$ cat config.mk
export PLATFORM = sky130hd
export DESIGN_NAME = modem_status_and_irq
export DESIGN_NICKNAME = d
export VERILOG_FILES = /design/src/common/modem_status_pkg.sv /design/src/common/pattern_if.sv /design/src/rtl/modem_status_and_irq.sv /design/src/rtl/pattern_coder.sv /design/src/rtl/ring_sync.sv
export SDC_FILE = /design/constraint.sdc
export NUM_CORES = 1
export LEC_CHECK = 0
export BUFFER_PORTS_ARGS = -buffer_cell sky130_fd_sc_hd__clkbuf_2
export CORE_ASPECT_RATIO = 0.6
export CORE_MARGIN = 2
export CORE_UTILIZATION = 43
export DETAILED_ROUTE_END_ITERATION = 12
export PLACE_DENSITY = 0.86
export SKIP_CTS_REPAIR_TIMING = 1
export SLEW_MARGIN = 5
export SYNTH_ARGS = -nofsm -noshare
export SYNTH_HDL_FRONTEND = slang
export SYNTH_SLANG_ARGS = --single-unit
$ cat constraint.sdc
create_clock -name clk_sys -period 2.1 [get_ports clk_sys]
set_input_delay 0 -clock clk_sys [delete_from_list [all_inputs] [get_ports clk_sys]]
set_output_delay 0 -clock clk_sys [all_outputs]
set_load 0.03 [all_outputs]
$ cat src/common/modem_status_pkg.sv
// constants, types and helpers shared by the receive status and interrupt block
package modem_status_pkg;

    typedef enum logic [2:0] {
        RX_OFF,
        RX_TONES,
        RX_FSK,
        RX_QAM_MANUAL,
        RX_QAM_AUTO
    } rx_mode_e;

    // status word bit positions
    localparam int ST_IRQ   = 15;
    localparam int ST_RING  = 14;
    localparam int ST_B10   = 10;
    localparam int ST_B9    = 9;
    localparam int ST_B8    = 8;
    localparam int ST_B7    = 7;
    localparam int ST_READY = 6;
    localparam int ST_OVER  = 5;
    localparam int ST_ERR   = 4;
    localparam int ST_B3    = 3;
    localparam int ST_B2    = 2;
    localparam int ST_TWO   = 1;
    localparam int ST_B0    = 0;

    // control word bit positions
    localparam int CTL_MASK0    = 0;
    localparam int CTL_MASK1    = 1;
    localparam int CTL_MASK2    = 2;
    localparam int CTL_RING_IRQ = 5;
    localparam int CTL_PIN_EN   = 6;
    localparam int CTL_RESET    = 7;
    localparam int CTL_POWERUP  = 8;
    localparam int CTL_ENHANCED = 13;

    // values after reset
    localparam logic [15:0] STATUS_RESET = 16'h0000;
    localparam logic        PIN_RESET    = 1'b1;
    localparam logic [1:0]  SYNC_RESET   = 2'h3;

    // pattern codes on bits 9-7
    localparam logic [2:0] PAT_NONE       = 3'h0;
    localparam logic [2:0] PAT_ONES_UNSCR = 3'h1;
    localparam logic [2:0] PAT_ZEROS      = 3'h2;
    localparam logic [2:0] PAT_ONES_SCR   = 3'h3;
    localparam logic [2:0] PAT_DOTTING    = 3'h4;
    localparam logic [2:0] PAT_HDLC       = 3'h7;

    // key code per {row, column}, nibble 0 at the bottom
    localparam logic [63:0] DTMF_CODE_TABLE = 64'h0cabf987e654d321;

    function automatic logic [3:0] dtmf_encode(input logic [1:0] row, input logic [1:0] col);
        logic [3:0] idx;
        idx = {row, col};
        return DTMF_CODE_TABLE[{idx, 2'h0} +: 4];
    endfunction

endpackage

$ cat src/common/pattern_if.sv
// detector flags and formatted pattern code between status block and coder
`timescale 1ns/1ps
interface pattern_if;
    logic       hdlc_flag;
    logic       dotting;
    logic       ones_unscr;
    logic       ones_scr;
    logic       zeros;
    logic       descrambler_on;
    logic       enhanced;
    logic       v22_mode;
    logic [2:0] code;

    modport feed (
        output hdlc_flag,
        output dotting,
        output ones_unscr,
        output ones_scr,
        output zeros,
        output descrambler_on,
        output enhanced,
        output v22_mode,
        input  code
    );

    modport coder (
        input  hdlc_flag,
        input  dotting,
        input  ones_unscr,
        input  ones_scr,
        input  zeros,
        input  descrambler_on,
        input  enhanced,
        input  v22_mode,
        output code
    );
endinterface

$ cat src/rtl/modem_status_and_irq.sv
// receive status word, sticky interrupt flag and interrupt pin
`timescale 1ns/1ps
module modem_status_and_irq
    import modem_status_pkg::*;
(
    input  wire logic        clk_sys,
    input  wire logic        rst_n,
    input  wire rx_mode_e    rx_mode,
    input  wire logic [15:0] ctrl_word,
    input  wire logic        ctrl_write,
    input  wire logic        general_reset,
    input  wire logic        status_read,
    input  wire logic        rx_data_read,
    input  wire logic        automodem_read,
    input  wire logic        hdlc_mode,
    input  wire logic        descrambler_on,
    input  wire logic        rx_energy,
    input  wire logic        det_hdlc_flag,
    input  wire logic        det_dotting,
    input  wire logic        det_ones_unscr,
    input  wire logic        det_ones_scr,
    input  wire logic        det_zeros,
    input  wire logic        auto_event,
    input  wire logic        break_detect,
    input  wire logic        rx_data_ready,
    input  wire logic        rx_overflow,
    input  wire logic        framing_error,
    input  wire logic        fcs_error,
    input  wire logic        fcs_last,
    input  wire logic        hdlc_abort,
    input  wire logic        parity_even_first,
    input  wire logic        parity_even_second,
    input  wire logic        two_chars,
    input  wire logic        fsk_demod,
    input  wire logic        fsk_tick,
    input  wire logic        tone_band,
    input  wire logic        tone_first,
    input  wire logic        tone_second,
    input  wire logic        dtmf_burst,
    input  wire logic [1:0]  dtmf_row,
    input  wire logic [1:0]  dtmf_col,
    input  wire logic        ring_detect_low_input,
    output logic [15:0]      status_word,
    output logic             interrupt_request_low_pin
);
    typedef struct packed {
        logic [15:0] st;
        logic        pin;
    } status_state_s;

    status_state_s q;
    status_state_s next_q;
    logic          ring_active;
    logic          modem_mode;
    logic          clear_all;
    logic          irq_clear;
    logic [9:0]    mask_vec;
    logic [9:0]    rise;

    pattern_if pat ();

    ////////////////////////////////////////////////////////////////////////
    // submodules

    ring_sync u_ring (
        .clk_sys              (clk_sys),
        .rst_n                (rst_n),
        .ring_detect_low_input(ring_detect_low_input),
        .ring_active          (ring_active)
    );

    pattern_coder u_pattern (
        .pat(pat.coder)
    );

    // detectors feed the coder unconditionally, energy does not gate them
    assign pat.hdlc_flag      = det_hdlc_flag;
    assign pat.dotting        = det_dotting;
    assign pat.ones_unscr     = det_ones_unscr;
    assign pat.ones_scr       = det_ones_scr;
    assign pat.zeros          = det_zeros;
    assign pat.descrambler_on = descrambler_on;
    assign pat.enhanced       = ctrl_word[CTL_ENHANCED];
    assign pat.v22_mode       = (rx_mode == RX_QAM_MANUAL);

    ////////////////////////////////////////////////////////////////////////
    // mode decode, clear sources and interrupt masks

    assign modem_mode = (rx_mode == RX_FSK) || (rx_mode == RX_QAM_MANUAL)
                        || (rx_mode == RX_QAM_AUTO);
    assign clear_all = general_reset | ctrl_word[CTL_RESET]
                       | ~ctrl_word[CTL_POWERUP];
    // a write that sets reset or power-up also drops the flag
    assign irq_clear = status_read | general_reset
                       | (ctrl_write & (ctrl_word[CTL_RESET] | ctrl_word[CTL_POWERUP]));
    // index 0 is status bit 5; bits 13-11 are never set here
    assign mask_vec = {ctrl_word[CTL_RING_IRQ] & ctrl_word[CTL_PIN_EN],
                       3'h0,
                       ctrl_word[CTL_MASK2],
                       {3{ctrl_word[CTL_MASK1]}},
                       {2{ctrl_word[CTL_MASK0]}}};

    ////////////////////////////////////////////////////////////////////////
    // next status word
    always_comb begin
        next_q        = q;
        next_q.st[13:11] = 3'h0;
        // keeps running under reset bit and power-down
        next_q.st[ST_RING] = ring_active;
        unique case (rx_mode)
            RX_TONES: begin
                next_q.st[ST_B10] = tone_band;
                next_q.st[ST_B9]  = 1'b0;
                next_q.st[ST_B8]  = 1'b0;
                next_q.st[ST_B7]  = tone_second;
                next_q.st[ST_READY] = tone_first;
                // each burst refreshes the key code and raises bit 5
                next_q.st[ST_OVER] = dtmf_burst | (q.st[ST_OVER] & ~status_read);
                next_q.st[ST_ERR]  = 1'b0;
                if (dtmf_burst) begin
                    next_q.st[3:0] = dtmf_encode(dtmf_row, dtmf_col);
                end
            end
            RX_FSK, RX_QAM_MANUAL, RX_QAM_AUTO: begin
                if (rx_mode == RX_QAM_AUTO) begin
                    next_q.st[ST_B10] = 1'b0;
                    // event wins over a read in the same cycle
                    next_q.st[ST_B9] = auto_event | (q.st[ST_B9] & ~automodem_read);
                    next_q.st[ST_B8] = break_detect | (q.st[ST_B8] & ~status_read);
                    next_q.st[ST_B7] = 1'b0;
                end else begin
                    next_q.st[ST_B10]      = rx_energy;
                    next_q.st[ST_B9:ST_B7] = pat.code;
                end
                next_q.st[ST_READY] = rx_data_ready | (q.st[ST_READY] & ~rx_data_read);
                next_q.st[ST_OVER]  = rx_overflow | (q.st[ST_OVER] & ~rx_data_read);
                next_q.st[ST_ERR]   = framing_error | fcs_error
                                      | (q.st[ST_ERR] & ~status_read);
                if (hdlc_mode) begin
                    next_q.st[ST_B3]  = fcs_last | (q.st[ST_B3] & ~status_read);
                    next_q.st[ST_B2]  = hdlc_abort | (q.st[ST_B2] & ~status_read);
                    next_q.st[ST_TWO] = 1'b0;
                end else if (rx_data_ready) begin
                    // parity and count travel with the character
                    next_q.st[ST_B3]  = parity_even_first;
                    next_q.st[ST_B2]  = parity_even_second & two_chars;
                    next_q.st[ST_TWO] = two_chars;
                end
                if (rx_mode != RX_FSK) begin
                    next_q.st[ST_B0] = 1'b0;
                end else if (fsk_tick) begin
                    next_q.st[ST_B0] = fsk_demod;
                end
            end
            default: begin
                next_q.st[10:0] = 11'h000;
            end
        endcase
        if (clear_all) begin
            next_q.st[13:0] = 14'h0000;
        end
        // rises are judged on the bits after any clear
        rise = next_q.st[14:5] & ~q.st[14:5] & mask_vec;
        next_q.st[ST_IRQ] = (|rise) | (q.st[ST_IRQ] & ~irq_clear);
        next_q.pin = ~(next_q.st[ST_IRQ] & ctrl_word[CTL_PIN_EN]);
    end

    ////////////////////////////////////////////////////////////////////////
    // state register
    always_ff @(posedge clk_sys or negedge rst_n) begin
        if (!rst_n) begin
            q <= '{st: STATUS_RESET, pin: PIN_RESET};
        end else begin
            q <= next_q;
        end
    end

    assign status_word               = q.st;
    assign interrupt_request_low_pin = q.pin;
endmodule

$ cat src/rtl/pattern_coder.sv
// formats the receive pattern detector flags into status bits 9-7
`timescale 1ns/1ps
module pattern_coder
    import modem_status_pkg::*;
(
    pattern_if.coder pat
);
    logic ones_scr_ok;
    logic [1:0] legacy_low;

    ////////////////////////////////////////////////////////////////////////
    // priority coding; the coder holds no state of its own
    always_comb begin
        ones_scr_ok = pat.descrambler_on & pat.ones_scr & ~pat.ones_unscr;
        if (pat.ones_unscr) begin
            legacy_low = PAT_ONES_UNSCR[1:0];
        end else if (ones_scr_ok) begin
            legacy_low = PAT_ONES_SCR[1:0];
        end else if (pat.zeros) begin
            legacy_low = PAT_ZEROS[1:0];
        end else begin
            legacy_low = PAT_NONE[1:0];
        end
        // flag detection is only meaningful in the V.22 family
        if (!pat.enhanced) begin
            pat.code = {pat.dotting, legacy_low};
        end else if (pat.hdlc_flag && pat.v22_mode) begin
            pat.code = PAT_HDLC;
        end else if (pat.dotting) begin
            pat.code = PAT_DOTTING;
        end else begin
            pat.code = {1'b0, legacy_low};
        end
    end
endmodule

$ cat src/rtl/ring_sync.sv
// brings the ring detect pin into the system clock and inverts it
`timescale 1ns/1ps
module ring_sync
    import modem_status_pkg::*;
(
    input  wire logic clk_sys,
    input  wire logic rst_n,
    input  wire logic ring_detect_low_input,
    output logic      ring_active
);
    typedef struct packed {
        logic [1:0] sync;
        logic       active;
    } ring_state_s;

    ring_state_s q;
    ring_state_s next_q;

    ////////////////////////////////////////////////////////////////////////
    // stage 0 feeds only stage 1; only stage 1 is decoded
    always_comb begin
        next_q        = q;
        next_q.sync   = {q.sync[0], ring_detect_low_input};
        next_q.active = ~q.sync[1];
    end

    // idle line is high, so reset assumes no ring
    always_ff @(posedge clk_sys or negedge rst_n) begin
        if (!rst_n) begin
            q <= '{sync: SYNC_RESET, active: 1'b0};
        end else begin
            q <= next_q;
        end
    end

    assign ring_active = q.active;
endmodule

# Yosys cells after proc, flatten, opt, wreduce, memory -nomap -nowiden
# Cells that the tools add are included.
# totals
ff_bits	20
wordCells	75
out_inout_bits	17
in_bits	56
# op_classes
mux	14
bitwise_logic	41
shift	1
reduce_logical	5
n_eq_ne	8
# ops
operator	n
indexed part select 64 x 7 -> 4 bit, first input constant	1
case mux 11 bit (2 select lines)	1
AND 10 bit	2
AND 1 bit	15
2-to-1 mux 3 bit	5
OR 1 bit	15
2-to-1 mux 11 bit	1
NOT 10 bit	1
OR reduction 10 bit	1
2-to-1 mux 4 bit	2
inequality test 4 bit, second input constant	2
NOT 1 bit	8
equality test 3 x 2 -> 1 bit, second input constant	2
2-to-1 mux 2 bit	3
AND reduction 2 bit	2
equality test 3 x 1 -> 1 bit, second input constant	1
equality test 3 bit, second input constant	1
inequality test 3 x 2 -> 1 bit, second input constant	1
inequality test 3 bit, second input constant	1
OR reduction 3 bit	1
2-to-1 mux 1 bit	2
logical AND 1 bit	1

# Longest topological paths before layout
# depth
ltp_word	16
ltp_mapped	7
depth_no_buf	7

# Cells and area by module
# Synthesis repeated with hierarchy kept, for this count alone.
# unflattened
hier_cells	148
area_unflattened_um2	1348.8
# modules_own_cells
module	n_inst	area_per_inst_um2	cells_per_inst	seq_area_each_um2
modem_status_and_irq	1	1219.9	137	351.6
ring_sync	1	81.3	4	77.6
pattern_coder	1	47.5	7	0.0

# Least setup slack after synthesis
# OpenSTA, ideal clock, no wires.
# synth_timing
path_type	input to register
from	input rx_mode[1]
to	register q, in the netlist status_word[15]
arrival_ns	1.476
path_slack_ns	0.486
n_path_buf	2
stages	7
t_required_ns	1.961
setup_ns	0.139
path_cell_list	buf_6 or3b_1 buf_2 o211a_1 a2bb2oi_1 nor2_1 or4_1
# synth_lines
element	line	source
start: declaration	modem_status_and_irq.sv:8	input wire rx_mode_e rx_mode,
end signal: assignment	modem_status_and_irq.sv:172	q <= '{st: STATUS_RESET, pin: PIN_RESET};
end signal: assignment	modem_status_and_irq.sv:174	q <= next_q;
end: declaration	modem_status_and_irq.sv:51	status_state_s q;

==> results.md <==
* Startpoint-to-endpoint class of the critical path: register to register
* Data arrival time at the worst-slack endpoint at 1.74 ns
* Number of endpoints failing setup at the final stage at 0
* Fraction of the mapped netlist area in adder cells at 5.269%
* Slowest CP cell: dfrtp_1
* HPWL Detailed at 2432 um
* Clock latency reported for the late side of the worst-skew pair at 0.25 ns
* Total count of max-transition violations in the final report at 0
* Core region area at 2557 um^2
* Worst-path fanout max at 3
* Worst Clk Skew at 0.004644 ns
* Gr usage total at 19.18%
* GP Congestion at 0.8095
* Worst slew pin tran at 0.6017 ns
* Number of CTS-inserted buffers at 3
* Vertical extent of the die at 44.71 um
* Post-synthesis share of cell area spent on and, or, nand and nor gates at 22.02%
* Post-detailed-route DRC marker count at 0
* Required time of the critical path at 2.22 ns
* Root cell of the clock tree: clkbuf_8
* Dominant register cell in the synthesized netlist: dfrtp_1
* Instance count after placement with tap cells included at 219
* Number of levels the H-tree was split into at 1
* Maximum buffer depth of the clock tree at 2
* Core utilization of the finished layout at 61.99%
* Via count of the first global-routing pass at 1062
* Setup repair after global routing missed its margin: false
* Synth warn at 0
* Cell types occupying the most area after synthesis: dfrtp_1 30%, dfstp_2 6.6%, ha_1 5.3%
* Largest incremental delay on the critical path at 0.40 ns
* Count of flip-flops with a built-in enable after synthesis at 0
* Layout overhead on the synthesized area at 33.51%
* Peak supply drop at 0.0003558 V
* Crit-path cells: a21oi_1 -> o21ai_0 -> a221o_1 -> or4_1
* Status: complete, no violations
* Routed len/inst at 12.79 um
* Clock sink count at 17
* Library cell with the highest instance count after synthesis: dfrtp_1
* Synthesized instance count at 132
* # rows at 14
* Largest family of logic cells by synthesized area: compound AO/OA/AOI/OAI gates
* Headroom to the max-slew limit at 59.80%
* Tcrit/Tclk final at 76.95%
* Antenna Nets Post-Route at 0
* Fraction of final layout cells sized beyond drive strength 1 at 36.22%
* Max Cap Violations at 0
* Top cell type by total area after synthesis: dfrtp_1
* Die X-Extent at 71.84 um
* Area of the die at 3212 um^2
* Final critical delay including setup and external delays at 1.616 ns
* Final instance count without filler cells at 228
* Worst hold-check path type: primary input to register
* Drt pass-1 iters at 4
* Antenna fix cells at 0
* Synth top cells by count: 14 x dfrtp_1, 13 x nor2_1, 10 x a21oi_1
* Cell Area, Synth at 1187 um^2
* Startpoint kind of the worst setup timing path: register
* Max Fclk at 618.8 MHz
* Share of synthesized registers carrying an async set or reset at 100.0%
* Post-synthesis average cell area at 8.995 um^2
* Post-synthesis share of cell area spent on xor and xnor gates at 0.7376%
* Fillers at 236
* Area fraction in compound gates after synthesis at 22.55%
* TritonCTS clock tree: yes
* Clock-pin slew reported for the worst setup and hold paths after clock tree synthesis at 0.06 ns
* Nets@finish at 258
* Top cell type's share of synthesized area at 29.50%
* Total negative slack for setup checks at 0 ns
* Worst setup EP type: register
* Routed wire length at 2917 um
* Initial cell density of the core at 46.43%
* Count of pins on the block boundary at 73
* Routed vias/inst at 5.219
* Total via count after detailed routing at 1190
* Number of DRC markers in iteration 0 at 67
* Wire length of the first global-routing pass at 4719 um
* Power Density at 481.5 nW/um^2
* Grt ovf at 0
* Sequential fraction of the synthesis area at 36.14%
* Mux contribution to synthesized area at 6.217%
* Number of buffers added on ports at 61
* Count of final hold-check violations at 0
* Post-synthesis sequential element count at 17
* Leakage dissipation at 0.8171 nW
* Number of antenna violations at the first check in global routing at 0
* Distinct cell type count of the synthesized netlist at 43
* Maximum number of pins on one net before global-route repair at 18
* Overall Power at 0.0007633 W
-- report_power, final --
part	internal (W)	total [W]	leakage, nW	switching, W
Clock	0.000134	0.000235	0.0228	0.000100
Sequential	0.000340	0.000345	0.221	0.00000518
Combinational	0.0000822	0.000184	0.573	0.000102
-- sequential cells by signal (all words and copies together), names as in the netlist --
name / flops
u_ring.next_q: 1
u_ring.ring_active: 1
u_ring.q: 1
status_word: 13
interrupt_request_low_pin: 1
-- path summary, 6_finish.rpt --
kind	to	from	cells after the start	slack (ns)
max in group asynchronous	u_ring.next_q[2]$_DFF_PN1_	rst_n	2	1.56
worst max-delay path	status_word[15]$_DFF_PN0_	status_word[6]$_DFF_PN0_	4	0.48
worst min register to register	u_ring.q[2]$_DFF_PN1_	u_ring.next_q[2]$_DFF_PN1_	0	0.35
worst min-delay path	status_word[5]$_DFF_PN0_	rx_overflow	3	0.08
min in group asynchronous	status_word[15]$_DFF_PN0_	rst_n	2	0.21
worst max register to register	status_word[15]$_DFF_PN0_	status_word[6]$_DFF_PN0_	4	0.48
-- critical path: cells and delay by family (launching register included) --
| family | cells | cell delay (ns) |
|---|---|---|
| simple gates | 1 | 0.40 |
| compound gates | 3 | 0.70 |
| flops | 1 | 0.40 |
-- layout by cell type, fill, tap and decap left out, types with 2 or more instances in the layout --
master          n
dfrtp_1        14
nand3_1         5
nand2b_1        2
mux2_2          3
mux2i_1         4
and2_1          2
a22oi_1         2
nor3b_1         4
o21bai_1        2
or2_1           2
nor2b_1         6
inv_1           8
dlygate4sd3_1   5
o21ai_0         7
a21oi_1        10
nor2_1         13
conb_1          3
nand2_1         4
a211oi_1        3
and3b_1         2
a32oi_1         2
ha_1            5
dfstp_2         3
o32ai_1         2
clkbuf_2       61
or3b_1          3
clkbuf_8        3
-- kinds of logic (layout without fill, tap and decap cells) --
group,Yosys count,in the layout
other,1,3
DFF,17,17
buffers and inverters,16,78
adders and majority gates,5,5
AOI/OAI and AO/OA,39,39
xor gates and xnor gates,1,1
and+or+nand+nor,46,46
muxes,7,7
-- metrics by stage --
step,instance area [um^2],setup slack [ns],hold slack (ns)
after CTS,1535,0.4829,-0.3239
after detailed placement,1490,0.3293,-0.05467
after global placement,1490,0.3741,-0.05524
after floorplan,1195,0.4858,-0.2956
after global routing,1585,0.3742,0.07325
final,1585,0.4841,0.08391
-- final cells by class --
cell class	instances	area (um^2)	area share, %
clock buffers	4	45.04	2.841
inverters	8	30.03	1.894
multi-input cells	101	685.7	43.25
flip-flops and latches	17	429.2	27.07
well taps	32	40.04	2.526
repair buffers	66	355.3	22.42
-- layer usage --
layer  routed length, um  share of wire, %  global-route usage [%]  vias to the layer above
met4                   0                 0                   1.509                        0
met1                1442                49                   27.58                      541
met3                 215               7.4                   6.473                        0
li1                    -                 -                       -                      609
met2                1258                43                   29.63                       40
met5                   0                 0                       0                        -
(Power assumes the default switching activity.)
